==> src/hpc_pkg.sv <==
// constants shared by the host port control and status logic
package hpc_pkg;

    // ------------------------------------------------------------
    // host register addresses (host address bits 2..0)
    // ------------------------------------------------------------
    localparam logic [2:0] ADDR_CTRL     = 3'h0;
    localparam logic [2:0] ADDR_STAT     = 3'h2;
    localparam logic [2:0] ADDR_BYTE_HI  = 3'h6;
    localparam logic [2:0] ADDR_BYTE_LO  = 3'h7;

    // ------------------------------------------------------------
    // host_side_control field positions
    // ------------------------------------------------------------
    localparam int CB_RX_EN    = 0;
    localparam int CB_TX_EN    = 1;
    localparam int CB_FLAG0    = 3;
    localparam int CB_FLAG1    = 4;
    localparam int CB_MODE_LO  = 5;
    localparam int CB_INIT     = 7;

    // ------------------------------------------------------------
    // host_side_status field positions
    // ------------------------------------------------------------
    localparam int SB_RX_FULL  = 0;
    localparam int SB_TX_EMPTY = 1;
    localparam int SB_TX_CLEAR = 2;
    localparam int SB_FLAG2    = 3;
    localparam int SB_FLAG3    = 4;
    localparam int SB_DMA      = 6;
    localparam int SB_REQ      = 7;

    // ------------------------------------------------------------
    // transfer modes and counter values
    // ------------------------------------------------------------
    localparam logic [1:0] MODE_INT     = 2'h0;
    localparam logic [1:0] MODE_ILLEGAL = 2'h1;
    localparam logic [1:0] MODE_DMA16   = 2'h2;
    localparam logic [1:0] MODE_DMA8    = 2'h3;
    localparam logic [1:0] CNT_LAST     = 2'h3;
    localparam logic [1:0] CNT_RST      = 2'h0;

    // ------------------------------------------------------------
    // reset values
    // ------------------------------------------------------------
    localparam logic [7:0] CTRL_RST     = 8'h00;
    localparam logic       RX_FULL_RST  = 1'b0;
    localparam logic       TX_EMPTY_RST = 1'b1;
    localparam logic       TX_CLEAR_RST = 1'b1;

endpackage

==> src/hpc_if.sv <==
// event and status bundle between the port control and its status flags
`timescale 1ns/100ps
`default_nettype none
interface hpc_flag_if;
    logic rx_fill;      // dsp word moved into receive byte pair
    logic rx_drain;     // host read low receive byte
    logic tx_fill;      // host wrote low transmit byte
    logic tx_drain;     // transmit pair moved to dsp
    logic init_rx;      // initialize clears receive channel
    logic init_tx;      // initialize clears transmit channel
    logic dsp_rx_full;  // dsp receive register holds data
    logic rx_full;
    logic tx_empty;
    logic tx_clear;

    modport ctl (output rx_fill, rx_drain, tx_fill, tx_drain, init_rx, init_tx,
                 dsp_rx_full, input rx_full, tx_empty, tx_clear);
    modport flg (input rx_fill, rx_drain, tx_fill, tx_drain, init_rx, init_tx,
                 dsp_rx_full, output rx_full, tx_empty, tx_clear);
endinterface
`default_nettype wire

==> src/hpc_dma_cnt.sv <==
// two-bit dma register address counter with circular reload
`timescale 1ns/100ps
`default_nettype none
module hpc_dma_cnt (
    input  wire logic       i_clk,   // system clock
    input  wire logic       i_rst,   // sync reset, active high
    input  wire logic       i_load,  // preload from mode field
    input  wire logic       i_step,  // one dma bus transfer done
    input  wire logic [1:0] i_mode,  // transfer-mode field
    output logic      [1:0] o_cnt    // selected byte register
);
    typedef struct packed {
        logic [1:0] cnt;
    } hpc_cnt_st_t;

    hpc_cnt_st_t s_q;
    hpc_cnt_st_t s_d;

    always_comb
    begin
        s_d = s_q;
        if (i_load)
        begin
            s_d.cnt = i_mode;
        end
        else if (i_step)
        begin
            // low byte reached: reload so transfers run circularly
            if (s_q.cnt == hpc_pkg::CNT_LAST)
            begin
                s_d.cnt = i_mode;
            end
            else
            begin
                s_d.cnt = s_q.cnt + 2'h1;
            end
        end
    end

    always_ff @(posedge i_clk)
    begin
        if (i_rst)
        begin
            s_q.cnt <= hpc_pkg::CNT_RST;
        end
        else
        begin
            s_q <= s_d;
        end
    end

    assign o_cnt = s_q.cnt;
endmodule
`default_nettype wire

==> src/hpc_flags.sv <==
// receive-full, transmit-empty and transmitter-ready status flags
`timescale 1ns/100ps
`default_nettype none
module hpc_flags (
    input  wire logic i_clk,  // system clock
    input  wire logic i_rst,  // sync reset, active high
    hpc_flag_if.flg   f       // events in, status out
);
    typedef struct packed {
        logic rx_full;
        logic tx_empty;
        logic tx_clear;
    } hpc_flg_st_t;

    hpc_flg_st_t s_q;
    hpc_flg_st_t s_d;

    always_comb
    begin
        s_d = s_q;
        // clears first, so a set in the same cycle wins
        if (f.rx_drain || f.init_rx)
        begin
            s_d.rx_full = 1'b0;
        end
        if (f.rx_fill)
        begin
            s_d.rx_full = 1'b1;
        end
        if (f.tx_fill)
        begin
            s_d.tx_empty = 1'b0;
        end
        if (f.tx_drain || f.init_tx)
        begin
            s_d.tx_empty = 1'b1;
        end
        s_d.tx_clear = s_d.tx_empty & ~f.dsp_rx_full;
    end

    always_ff @(posedge i_clk)
    begin
        if (i_rst)
        begin
            s_q.rx_full  <= hpc_pkg::RX_FULL_RST;
            s_q.tx_empty <= hpc_pkg::TX_EMPTY_RST;
            s_q.tx_clear <= hpc_pkg::TX_CLEAR_RST;
        end
        else
        begin
            s_q <= s_d;
        end
    end

    assign f.rx_full  = s_q.rx_full;
    assign f.tx_empty = s_q.tx_empty;
    assign f.tx_clear = s_q.tx_clear;
endmodule
`default_nettype wire

==> src/hpc_port_ctl.sv <==
// host port control/status: control register, status, dma addressing
`timescale 1ns/100ps
`default_nettype none
// How it works
// - host flags zero/one: host writes, dsp sees
// - mode field: interrupt, illegal, dma16, dma8
// - dma mode: request/ack serve dma only
// - interrupt mode: enables gate request, ack ignored
// - dma out: selected receive byte driven on ack
// - dma in: bus written to transmit byte on ack
// - two-bit counter, preloaded from mode, addresses bytes
// - dma forces address bit two high
// - counter steps; at low byte reloads from mode
// - host sets initialize; hardware clears when done
// - initialize loads counter, clears channels by enables
// - interrupt-mode initialize: counter zero, channel clears
// - dma initialize: counter loaded from mode, same channel clears; both enables set illegal
// - receive-full: set on fill, cleared by read
// - transmit-empty: set on drain, cleared by write
// - enables gate request; status always pollable
// - transmitter-ready: tx empty and dsp rx clear
// - status flags two/three follow dsp, reset clear
// - status register at address two, fixed layout
// - reset clears mode, initialize, host flags
// - dma direction: rx enable out, tx enable in
// - control register at address zero, fixed layout
// - status bit seven mirrors request output
// - status bit six shows dma mode
module hpc_port_ctl (
    input  wire logic        i_clk,              // system clock, 20 MHz
    input  wire logic        i_rst,              // sync reset, active high
    input  wire logic [2:0]  i_hst_addr,         // host address bits 2..0
    input  wire logic        i_hst_rw,           // 1 read, 0 write
    input  wire logic        i_hst_en,           // host access strobe
    input  wire logic [7:0]  i_hst_data,         // host data bus in
    output logic      [7:0]  o_hst_data,         // host data bus out
    output logic             o_hst_data_oe,      // drive host data bus
    input  wire logic        i_host_ack_in,      // acknowledge, high active
    output logic             o_host_request_out, // request, high active
    input  wire logic        i_rx_load,          // dsp word into receive pair
    input  wire logic [15:0] i_rx_word,          // word for receive pair
    input  wire logic        i_tx_unload,        // dsp took transmit pair
    input  wire logic        i_dsp_rx_full,      // dsp receive register full
    input  wire logic        i_dsp_flag_two,     // dsp control flag two
    input  wire logic        i_dsp_flag_three,   // dsp control flag three
    output logic      [15:0] o_tx_pair,          // transmit byte pair
    output logic             o_host_flag_zero,   // host flag zero to dsp
    output logic             o_host_flag_one,    // host flag one to dsp
    output logic             o_dsp_tx_empty_set, // pulse: set dsp tx empty
    output logic             o_dsp_rx_clear,     // pulse: clear dsp rx full
    output logic             o_dma_mode          // dma mode active
);
    // ------------------------------------------------------------
    // state
    // ------------------------------------------------------------
    typedef struct packed {
        logic       rx_en;
        logic       tx_en;
        logic       flag0;
        logic       flag1;
        logic [1:0] mode;
        logic       init;
        logic       en_prev;
        logic       ack_prev;
        logic [7:0] rdata;
        logic       oe;
        logic       req;
        logic       dma_st;
        logic       flag2;
        logic       flag3;
        logic [7:0] tx_hi;
        logic [7:0] tx_lo;
        logic [7:0] rx_hi;
        logic [7:0] rx_lo;
        logic       pls_txe;
        logic       pls_rxc;
    } hpc_top_st_t;

    hpc_top_st_t s_q;
    hpc_top_st_t s_d;

    hpc_flag_if  flg ();
    logic [1:0]  cnt;
    logic        dma_on;
    logic        host_acc;
    logic        dma_xfer;
    logic        rd;
    logic        wr;
    logic [2:0]  addr;
    logic        wr_ctrl;
    logic [7:0]  ctrl_byte;
    logic [7:0]  stat_byte;
    logic [7:0]  rd_mux;

    // ------------------------------------------------------------
    // submodules
    // ------------------------------------------------------------
    hpc_dma_cnt u_cnt (
        .i_clk  (i_clk),
        .i_rst  (i_rst),
        .i_load (s_q.init),
        .i_step (dma_xfer),
        .i_mode (s_q.mode),
        .o_cnt  (cnt)
    );

    hpc_flags u_flags (
        .i_clk (i_clk),
        .i_rst (i_rst),
        .f     (flg.flg)
    );

    // ------------------------------------------------------------
    // access decode
    // ------------------------------------------------------------
    always_comb
    begin
        dma_on   = (s_q.mode != hpc_pkg::MODE_INT);
        // ack rising edge is one dma bus transfer; both enables set moves nothing
        dma_xfer = dma_on & i_host_ack_in & ~s_q.ack_prev
                 & (s_q.rx_en ^ s_q.tx_en);
        // host access on strobe edge; a colliding dma transfer wins
        host_acc = i_hst_en & ~s_q.en_prev & ~dma_xfer;
        // counter replaces low address bits, bit two forced high
        addr     = dma_xfer ? {1'b1, cnt} : i_hst_addr;
        rd       = (host_acc & i_hst_rw) | (dma_xfer & s_q.rx_en);
        wr       = (host_acc & ~i_hst_rw) | (dma_xfer & s_q.tx_en);
        wr_ctrl  = wr & (addr == hpc_pkg::ADDR_CTRL);
    end

    // ------------------------------------------------------------
    // register images
    // ------------------------------------------------------------
    always_comb
    begin
        ctrl_byte                         = 8'h00;
        ctrl_byte[hpc_pkg::CB_RX_EN]      = s_q.rx_en;
        ctrl_byte[hpc_pkg::CB_TX_EN]      = s_q.tx_en;
        ctrl_byte[hpc_pkg::CB_FLAG0]      = s_q.flag0;
        ctrl_byte[hpc_pkg::CB_FLAG1]      = s_q.flag1;
        ctrl_byte[hpc_pkg::CB_MODE_LO+:2] = s_q.mode;
        ctrl_byte[hpc_pkg::CB_INIT]       = s_q.init;

        stat_byte                         = 8'h00;
        stat_byte[hpc_pkg::SB_RX_FULL]    = flg.rx_full;
        stat_byte[hpc_pkg::SB_TX_EMPTY]   = flg.tx_empty;
        stat_byte[hpc_pkg::SB_TX_CLEAR]   = flg.tx_clear;
        stat_byte[hpc_pkg::SB_FLAG2]      = s_q.flag2;
        stat_byte[hpc_pkg::SB_FLAG3]      = s_q.flag3;
        stat_byte[hpc_pkg::SB_DMA]        = s_q.dma_st;
        stat_byte[hpc_pkg::SB_REQ]        = s_q.req;

        unique case (addr)
            hpc_pkg::ADDR_CTRL:    rd_mux = ctrl_byte;
            hpc_pkg::ADDR_STAT:    rd_mux = stat_byte;
            hpc_pkg::ADDR_BYTE_HI: rd_mux = s_q.rx_hi;
            hpc_pkg::ADDR_BYTE_LO: rd_mux = s_q.rx_lo;
            default:               rd_mux = 8'h00;
        endcase
    end

    // ------------------------------------------------------------
    // flag events
    // ------------------------------------------------------------
    assign flg.rx_fill     = i_rx_load;
    assign flg.rx_drain    = rd & (addr == hpc_pkg::ADDR_BYTE_LO);
    assign flg.tx_fill     = wr & (addr == hpc_pkg::ADDR_BYTE_LO);
    assign flg.tx_drain    = i_tx_unload;
    assign flg.init_rx     = s_q.init & s_q.rx_en;
    assign flg.init_tx     = s_q.init & s_q.tx_en;
    assign flg.dsp_rx_full = i_dsp_rx_full;

    // ------------------------------------------------------------
    // next state
    // ------------------------------------------------------------
    always_comb
    begin
        s_d          = s_q;
        s_d.en_prev  = i_hst_en;
        s_d.ack_prev = i_host_ack_in;
        s_d.flag2    = i_dsp_flag_two;
        s_d.flag3    = i_dsp_flag_three;
        // command completes in one cycle, then the bit drops itself
        s_d.init     = 1'b0;
        s_d.pls_txe  = flg.init_rx;
        s_d.pls_rxc  = flg.init_tx;
        if (wr_ctrl)
        begin
            s_d.rx_en = i_hst_data[hpc_pkg::CB_RX_EN];
            s_d.tx_en = i_hst_data[hpc_pkg::CB_TX_EN];
            s_d.flag0 = i_hst_data[hpc_pkg::CB_FLAG0];
            s_d.flag1 = i_hst_data[hpc_pkg::CB_FLAG1];
            s_d.mode  = i_hst_data[hpc_pkg::CB_MODE_LO+:2];
            s_d.init  = i_hst_data[hpc_pkg::CB_INIT];
        end
        if (wr & (addr == hpc_pkg::ADDR_BYTE_HI))
        begin
            s_d.tx_hi = i_hst_data;
        end
        if (flg.tx_fill)
        begin
            s_d.tx_lo = i_hst_data;
        end
        if (i_rx_load)
        begin
            s_d.rx_hi = i_rx_word[15:8];
            s_d.rx_lo = i_rx_word[7:0];
        end
        if (rd)
        begin
            s_d.rdata = rd_mux;
        end
        // keep driving while the strobe or the dma ack is held
        s_d.oe = rd | (s_q.oe & ((i_hst_en & i_hst_rw)
                              | (dma_on & s_q.rx_en & i_host_ack_in)));
        // in dma the request drops while a transfer is acknowledged
        s_d.req = ((s_q.rx_en & flg.rx_full) | (s_q.tx_en & flg.tx_empty))
                & ~(dma_on & i_host_ack_in);
        s_d.dma_st = (s_d.mode != hpc_pkg::MODE_INT);
    end

    always_ff @(posedge i_clk)
    begin
        if (i_rst)
        begin
            s_q          <= '0;
            s_q.rx_en    <= hpc_pkg::CTRL_RST[hpc_pkg::CB_RX_EN];
            s_q.tx_en    <= hpc_pkg::CTRL_RST[hpc_pkg::CB_TX_EN];
            s_q.flag0    <= hpc_pkg::CTRL_RST[hpc_pkg::CB_FLAG0];
            s_q.flag1    <= hpc_pkg::CTRL_RST[hpc_pkg::CB_FLAG1];
            s_q.mode     <= hpc_pkg::MODE_INT;
            s_q.init     <= hpc_pkg::CTRL_RST[hpc_pkg::CB_INIT];
        end
        else
        begin
            s_q <= s_d;
        end
    end

    // ------------------------------------------------------------
    // outputs
    // ------------------------------------------------------------
    assign o_hst_data         = s_q.rdata;
    assign o_hst_data_oe      = s_q.oe;
    assign o_host_request_out = s_q.req;
    assign o_tx_pair          = {s_q.tx_hi, s_q.tx_lo};
    assign o_host_flag_zero   = s_q.flag0;
    assign o_host_flag_one    = s_q.flag1;
    assign o_dsp_tx_empty_set = s_q.pls_txe;
    assign o_dsp_rx_clear     = s_q.pls_rxc;
    assign o_dma_mode         = s_q.dma_st;

    // ------------------------------------------------------------
    // checks
    // ------------------------------------------------------------
    a_flag_mirror:
    assert property (@(posedge i_clk) disable iff (i_rst)
        wr_ctrl |=> (o_host_flag_zero == $past(i_hst_data[3]))
                 && (o_host_flag_one == $past(i_hst_data[4])))
        else $error("host flag write not mirrored");

    a_init_self_clear:
    assert property (@(posedge i_clk) disable iff (i_rst)
        (s_q.init && !wr_ctrl) |=> !s_q.init)
        else $error("initialize bit not cleared after command");

    a_init_load_cnt:
    assert property (@(posedge i_clk) disable iff (i_rst)
        s_q.init |=> (cnt == $past(s_q.mode)))
        else $error("initialize did not preload counter");

    a_init_clear_rx:
    assert property (@(posedge i_clk) disable iff (i_rst)
        (s_q.init && s_q.rx_en && !i_rx_load) |=> !flg.rx_full && o_dsp_tx_empty_set)
        else $error("initialize did not clear receive channel");

    a_cnt_step_wrap:
    assert property (@(posedge i_clk) disable iff (i_rst)
        (dma_xfer && !s_q.init) |=> (cnt == (($past(cnt) == 2'h3) ? $past(s_q.mode)
                                             : $past(cnt) + 2'h1)))
        else $error("dma counter step or reload wrong");

    a_dma_tx_low:
    assert property (@(posedge i_clk) disable iff (i_rst)
        (dma_xfer && s_q.tx_en && cnt == 2'h3) |=> (o_tx_pair[7:0] == $past(i_hst_data))
                                                 && !flg.tx_empty || $past(i_tx_unload))
        else $error("dma write missed low transmit byte");

    a_dma_rx_drive:
    assert property (@(posedge i_clk) disable iff (i_rst)
        (dma_xfer && s_q.rx_en) ##1 (i_host_ack_in && s_q.mode != 2'h0) |-> o_hst_data_oe)
        else $error("dma read not driven on bus");

    a_rx_full_set:
    assert property (@(posedge i_clk) disable iff (i_rst)
        i_rx_load |=> flg.rx_full ##0 (stat_byte[0] == 1'b1))
        else $error("receive-full not set on fill");

    a_req_gated:
    assert property (@(posedge i_clk) disable iff (i_rst)
        (!s_q.rx_en && !s_q.tx_en) |=> !o_host_request_out)
        else $error("request asserted with enables off");

    a_dma_status:
    assert property (@(posedge i_clk) disable iff (i_rst)
        o_dma_mode == (s_q.mode != 2'h0))
        else $error("dma status disagrees with mode");

    a_status_read:
    assert property (@(posedge i_clk) disable iff (i_rst)
        (rd && addr == 3'h2) |=> (o_hst_data[2:0] == $past({flg.tx_clear, flg.tx_empty,
                                                             flg.rx_full}))
                               && (o_hst_data[5] == 1'b0))
        else $error("status read layout wrong");

    a_req_ack_drop:
    assert property (@(posedge i_clk) disable iff (i_rst)
        (dma_on && i_host_ack_in) |=> !o_host_request_out)
        else $error("request held during dma acknowledge");

    a_dma_addr_high:
    assert property (@(posedge i_clk) disable iff (i_rst)
        dma_xfer |-> (addr[2] == 1'b1) && (addr[1:0] == cnt))
        else $error("dma address not forced");

    a_tx_empty_clear:
    assert property (@(posedge i_clk) disable iff (i_rst)
        (flg.tx_fill && !i_tx_unload && !flg.init_tx) |=> !flg.tx_empty)
        else $error("transmit-empty not cleared on low byte write");

    a_tx_ready:
    assert property (@(posedge i_clk) disable iff (i_rst)
        1'b1 |=> flg.tx_clear == (flg.tx_empty && !$past(i_dsp_rx_full)))
        else $error("transmitter-ready disagrees with its sources");

    a_flag_hold:
    assert property (@(posedge i_clk) disable iff (i_rst)
        !wr_ctrl |=> (o_host_flag_zero == $past(o_host_flag_zero))
                  && (o_host_flag_one == $past(o_host_flag_one)))
        else $error("host flag changed without host write");

    a_dsp_flag_follow:
    assert property (@(posedge i_clk) disable iff (i_rst)
        1'b1 |=> (s_q.flag2 == $past(i_dsp_flag_two))
              && (s_q.flag3 == $past(i_dsp_flag_three)))
        else $error("dsp flags not mirrored");
endmodule
`default_nettype wire

==> config.mk <==
export PLATFORM = sky130hd
export DESIGN_NAME = hpc_port_ctl
export DESIGN_NICKNAME = d
export VERILOG_FILES = /design/src/hpc_pkg.sv /design/src/hpc_if.sv /design/src/hpc_dma_cnt.sv /design/src/hpc_flags.sv /design/src/hpc_port_ctl.sv
export SDC_FILE = /design/constraint.sdc
export NUM_CORES = 1
export LEC_CHECK = 0
export ABC_AREA = 1
export BUFFER_PORTS_ARGS = -buffer_cell sky130_fd_sc_hd__buf_2
export CORE_ASPECT_RATIO = 1.75
export CORE_UTILIZATION = 57
export DETAILED_ROUTE_END_ITERATION = 6
export GPL_TIMING_DRIVEN = 0
export HOLD_SLACK_MARGIN = 0.06
export PLACE_DENSITY_LB_ADDON = 0.1
export SYNTH_ARGS = -nofsm -noshare
export SYNTH_HDL_FRONTEND = slang
export SYNTH_SLANG_ARGS = --single-unit
export TNS_END_PERCENT = 20
==> constraint.sdc <==
create_clock -name i_clk -period 2.4 [get_ports i_clk]
set_input_delay 0.24 -clock i_clk [delete_from_list [all_inputs] [get_ports i_clk]]
set_output_delay 0.24 -clock i_clk [all_outputs]
set_load 0.05 [all_outputs]
==> results.cfg <==
[grt]
grt_overflow = 0
grt_pass1_wl_um = 10600
antenna_found_initial = 0
grt_pass1_vias = 2424
grt_util_all_layers = 0.295
grt_start_max_net_pins = 12

[setup_path]
startpoint_type = register
crit_path_end_kind = register
cpPeakStageDelay_ns = 0.41
path_cells = nor2_1 -> nor2_4 -> nand2_1 -> nor2_4 -> nand2_2 -> nand2_4 -> nand2_4 -> nor2_4 -> nand2_4 -> o21ai_0 -> nor2_1
worstPathRequired_ns = 2.63
crit_buf_inv = 0
critPathArrivalTime_ns = 2.14
r2r_slack_ns = 0.50
cp_top_family = simple AND/OR/NAND/NOR gates
path_max_fanout = 10
r2r_start = ctrl_byte[6]
crit_type = reg -> reg
critPathSlowestCell = dfxtp_1
crit_start = ctrl_byte[6]

[route]
via_per_inst = 5.25
drt.antenna.violating_nets = 0
post-route-drc-count = 0
dr.pass1.iters = 4
wl_per_cell_um = 13.5
drt-total-wl_um = 6820
drtIter0Drc = 81
vias = 2659

[sta]
fin_worst_skew_ns = 0.00769
post-route-period-util = 0.793
fin_ws_ns = 0.497
fmax_ghz = 0.525
max-slew-margin-rel = 0.602
setup_tns_ns = 0
rsz0062_at_grt = no
tightest_slew_ns = 0.597
slew_viol_final = 0
setup_viol = 0
hold_viol = 0
fin_crit_ns = 1.90

[layout]
nFillCells = 411
antenna_cells = 0
area_growth_pct = 22.0
drive_gt1_frac = 0.302
fin_area_um2 = 3420
fin_nets = 487

[place]
place_ws_ns = 0.494
hpwl_um = 5080
io_buffers = 67
place_congestion = 0.940
post_dp_cell_area_um2 = 3200

[logic_synthesis]
yosys_warnings = 0
synth_edf_count = 0
avgSynthCellArea_um2 = 7.55
syn_inst = 371
synth_nets = 409
synthTopCellsByArea = dfxtp_1, nor2_1, nand2_1, buf_4, o21ai_0
synth.most_common_cell = nor2_1
seq_area_frac_synth = 0.436
netlist.area_leader.share = 0.436
synth_top_cell_by_area = dfxtp_1
synth.distinct_cells = 32
ys_top_cells_by_count = nor2_1, dfxtp_1, nand2_1
synthArstFlopShare = 0
ys.flop_type = dfxtp_1
syn_area_um2 = 2800
yosys_register_bits = 61

[outcome]
status = finished, final reports clean

[cts]
htreeDepth = 3
post_cts_resized = 0
cts_sinks = 61
numCtsBuffers = 9
root_buffer = clkbuf_8
clock_latency_ns = 0.35
hold_buffers = 0
tritoncts = yes
clkTransAtPathRegs_ns = 0.07
cts_setup_buffers = 0
cts_buffer_depth = 2

[floorplanning]
rows = 33
start_util = 0.595
die_y_um = 94.8
coreArea_um2 = 4710
die_w_um = 55.0
dieArea_um2 = 5210
ioPinCount = 68

[min_path]
hold_path_class = in -> reg
hp-start = i_dsp_flag_two

[pwr]
powerDensity_nw_per_um2 = 675
peakVddDrop_v = 0.000640
power_leakage_uw = 0.00167
finalPower_uw = 2310

[flow_run]
maxCapViolCount = 0
-- registers in the layout, summed over array words and instances (netlist names) --
name	flops
u_flags.f.tx_clear	1
o_dma_mode	1
o_dsp_tx_empty_set	1
u_flags.f.tx_empty	1
o_tx_pair	16
o_host_flag_zero	1
o_host_request_out	1
o_hst_data	8
u_cnt.o_cnt	2
o_host_flag_one	1
o_dsp_rx_clear	1
ctrl_byte	5
u_flags.f.rx_full	1
o_hst_data_oe	1
s_q	20
-- worst paths after layout --
path,to,depth (start not counted)
max,o_tx_pair[5],11
min reg2reg,o_hst_data[1],2
max reg2reg,o_tx_pair[5],11
min,s_q[35],3
-- layer usage --
| metal | global-route usage | wire length, µm | up-vias |
|---|---|---|---|
| met1 | 0.283 | 2380 | 1180 |
| met2 | 0.520 | 3660 | 106 |
| met4 | 0.208 | 380 | 0 |
| li1 | - | - | 1343 |
| met3 | 0.0596 | 393 | 30 |
| met5 | 0 | 0 | - |
-- worst reg2reg max path: cells and delay by family, from the launching register on --
kind | cells | cell delay, ns
AOI/OAI and AO/OA | 1 | 0.31
DFF | 1 | 0.41
and+or+nand+nor | 10 | 1.06
-- placed cells by master (no fill, tap or decap), types with 4 or more instances in the layout --
cell,netlist,routed
a21oi_1,10,10
buf_4,25,25
clkbuf_1,8,9
buf_2,1,68
o21ai_0,36,36
nand2_4,4,4
dfxtp_1,61,61
nand3_1,7,7
inv_2,5,5
clkbuf_8,0,9
a211oi_1,4,4
o21ai_1,8,8
nor2_1,86,86
nand4_1,19,19
nand2_1,52,52
nand2_2,5,5
inv_1,17,17
-- power breakdown --
| part | total [µW] | switching [µW] | internal (µW) |
|---|---|---|---|
| clock | 999 | 415 | 584 |
| sequential | 1070 | 20.9 | 1050 |
| combinational | 238 | 154 | 83.5 |
| total | 2310 | 590 | 1720 |
-- logic make-up (layout without fill, tap and decap cells) --
logic type,Yosys count,after routing,share of synthesized area
compound gates,61,61,0.119
fa+ha+maj,1,1,0.00446
buf+inv,62,145,0.128
flops,61,61,0.436
simple gates,186,186,0.312
-- final cells by class --
class	instances	area (µm²)	area share
buffer	37	264	0.0772
clock inverter	6	87.6	0.0256
inverter	25	95.1	0.0278
multi-input combinational	248	1220	0.358
sequential	61	1220	0.357
clock buffer	10	128	0.0373
timing repair buffer	67	335	0.0981
tap	52	65.1	0.0190
-- through the flow --
step	util	hold slack, ns	cells
final	0.726	0.0946	506
after global routing	0.726	0.102	506
after CTS	0.726	0.0888	506
after detailed placement	0.680	0.449	490
after global placement	0.680	0.451	490
after floorplan	-	0.347	371
No activity file was read; power rests on OpenSTA's default activity.
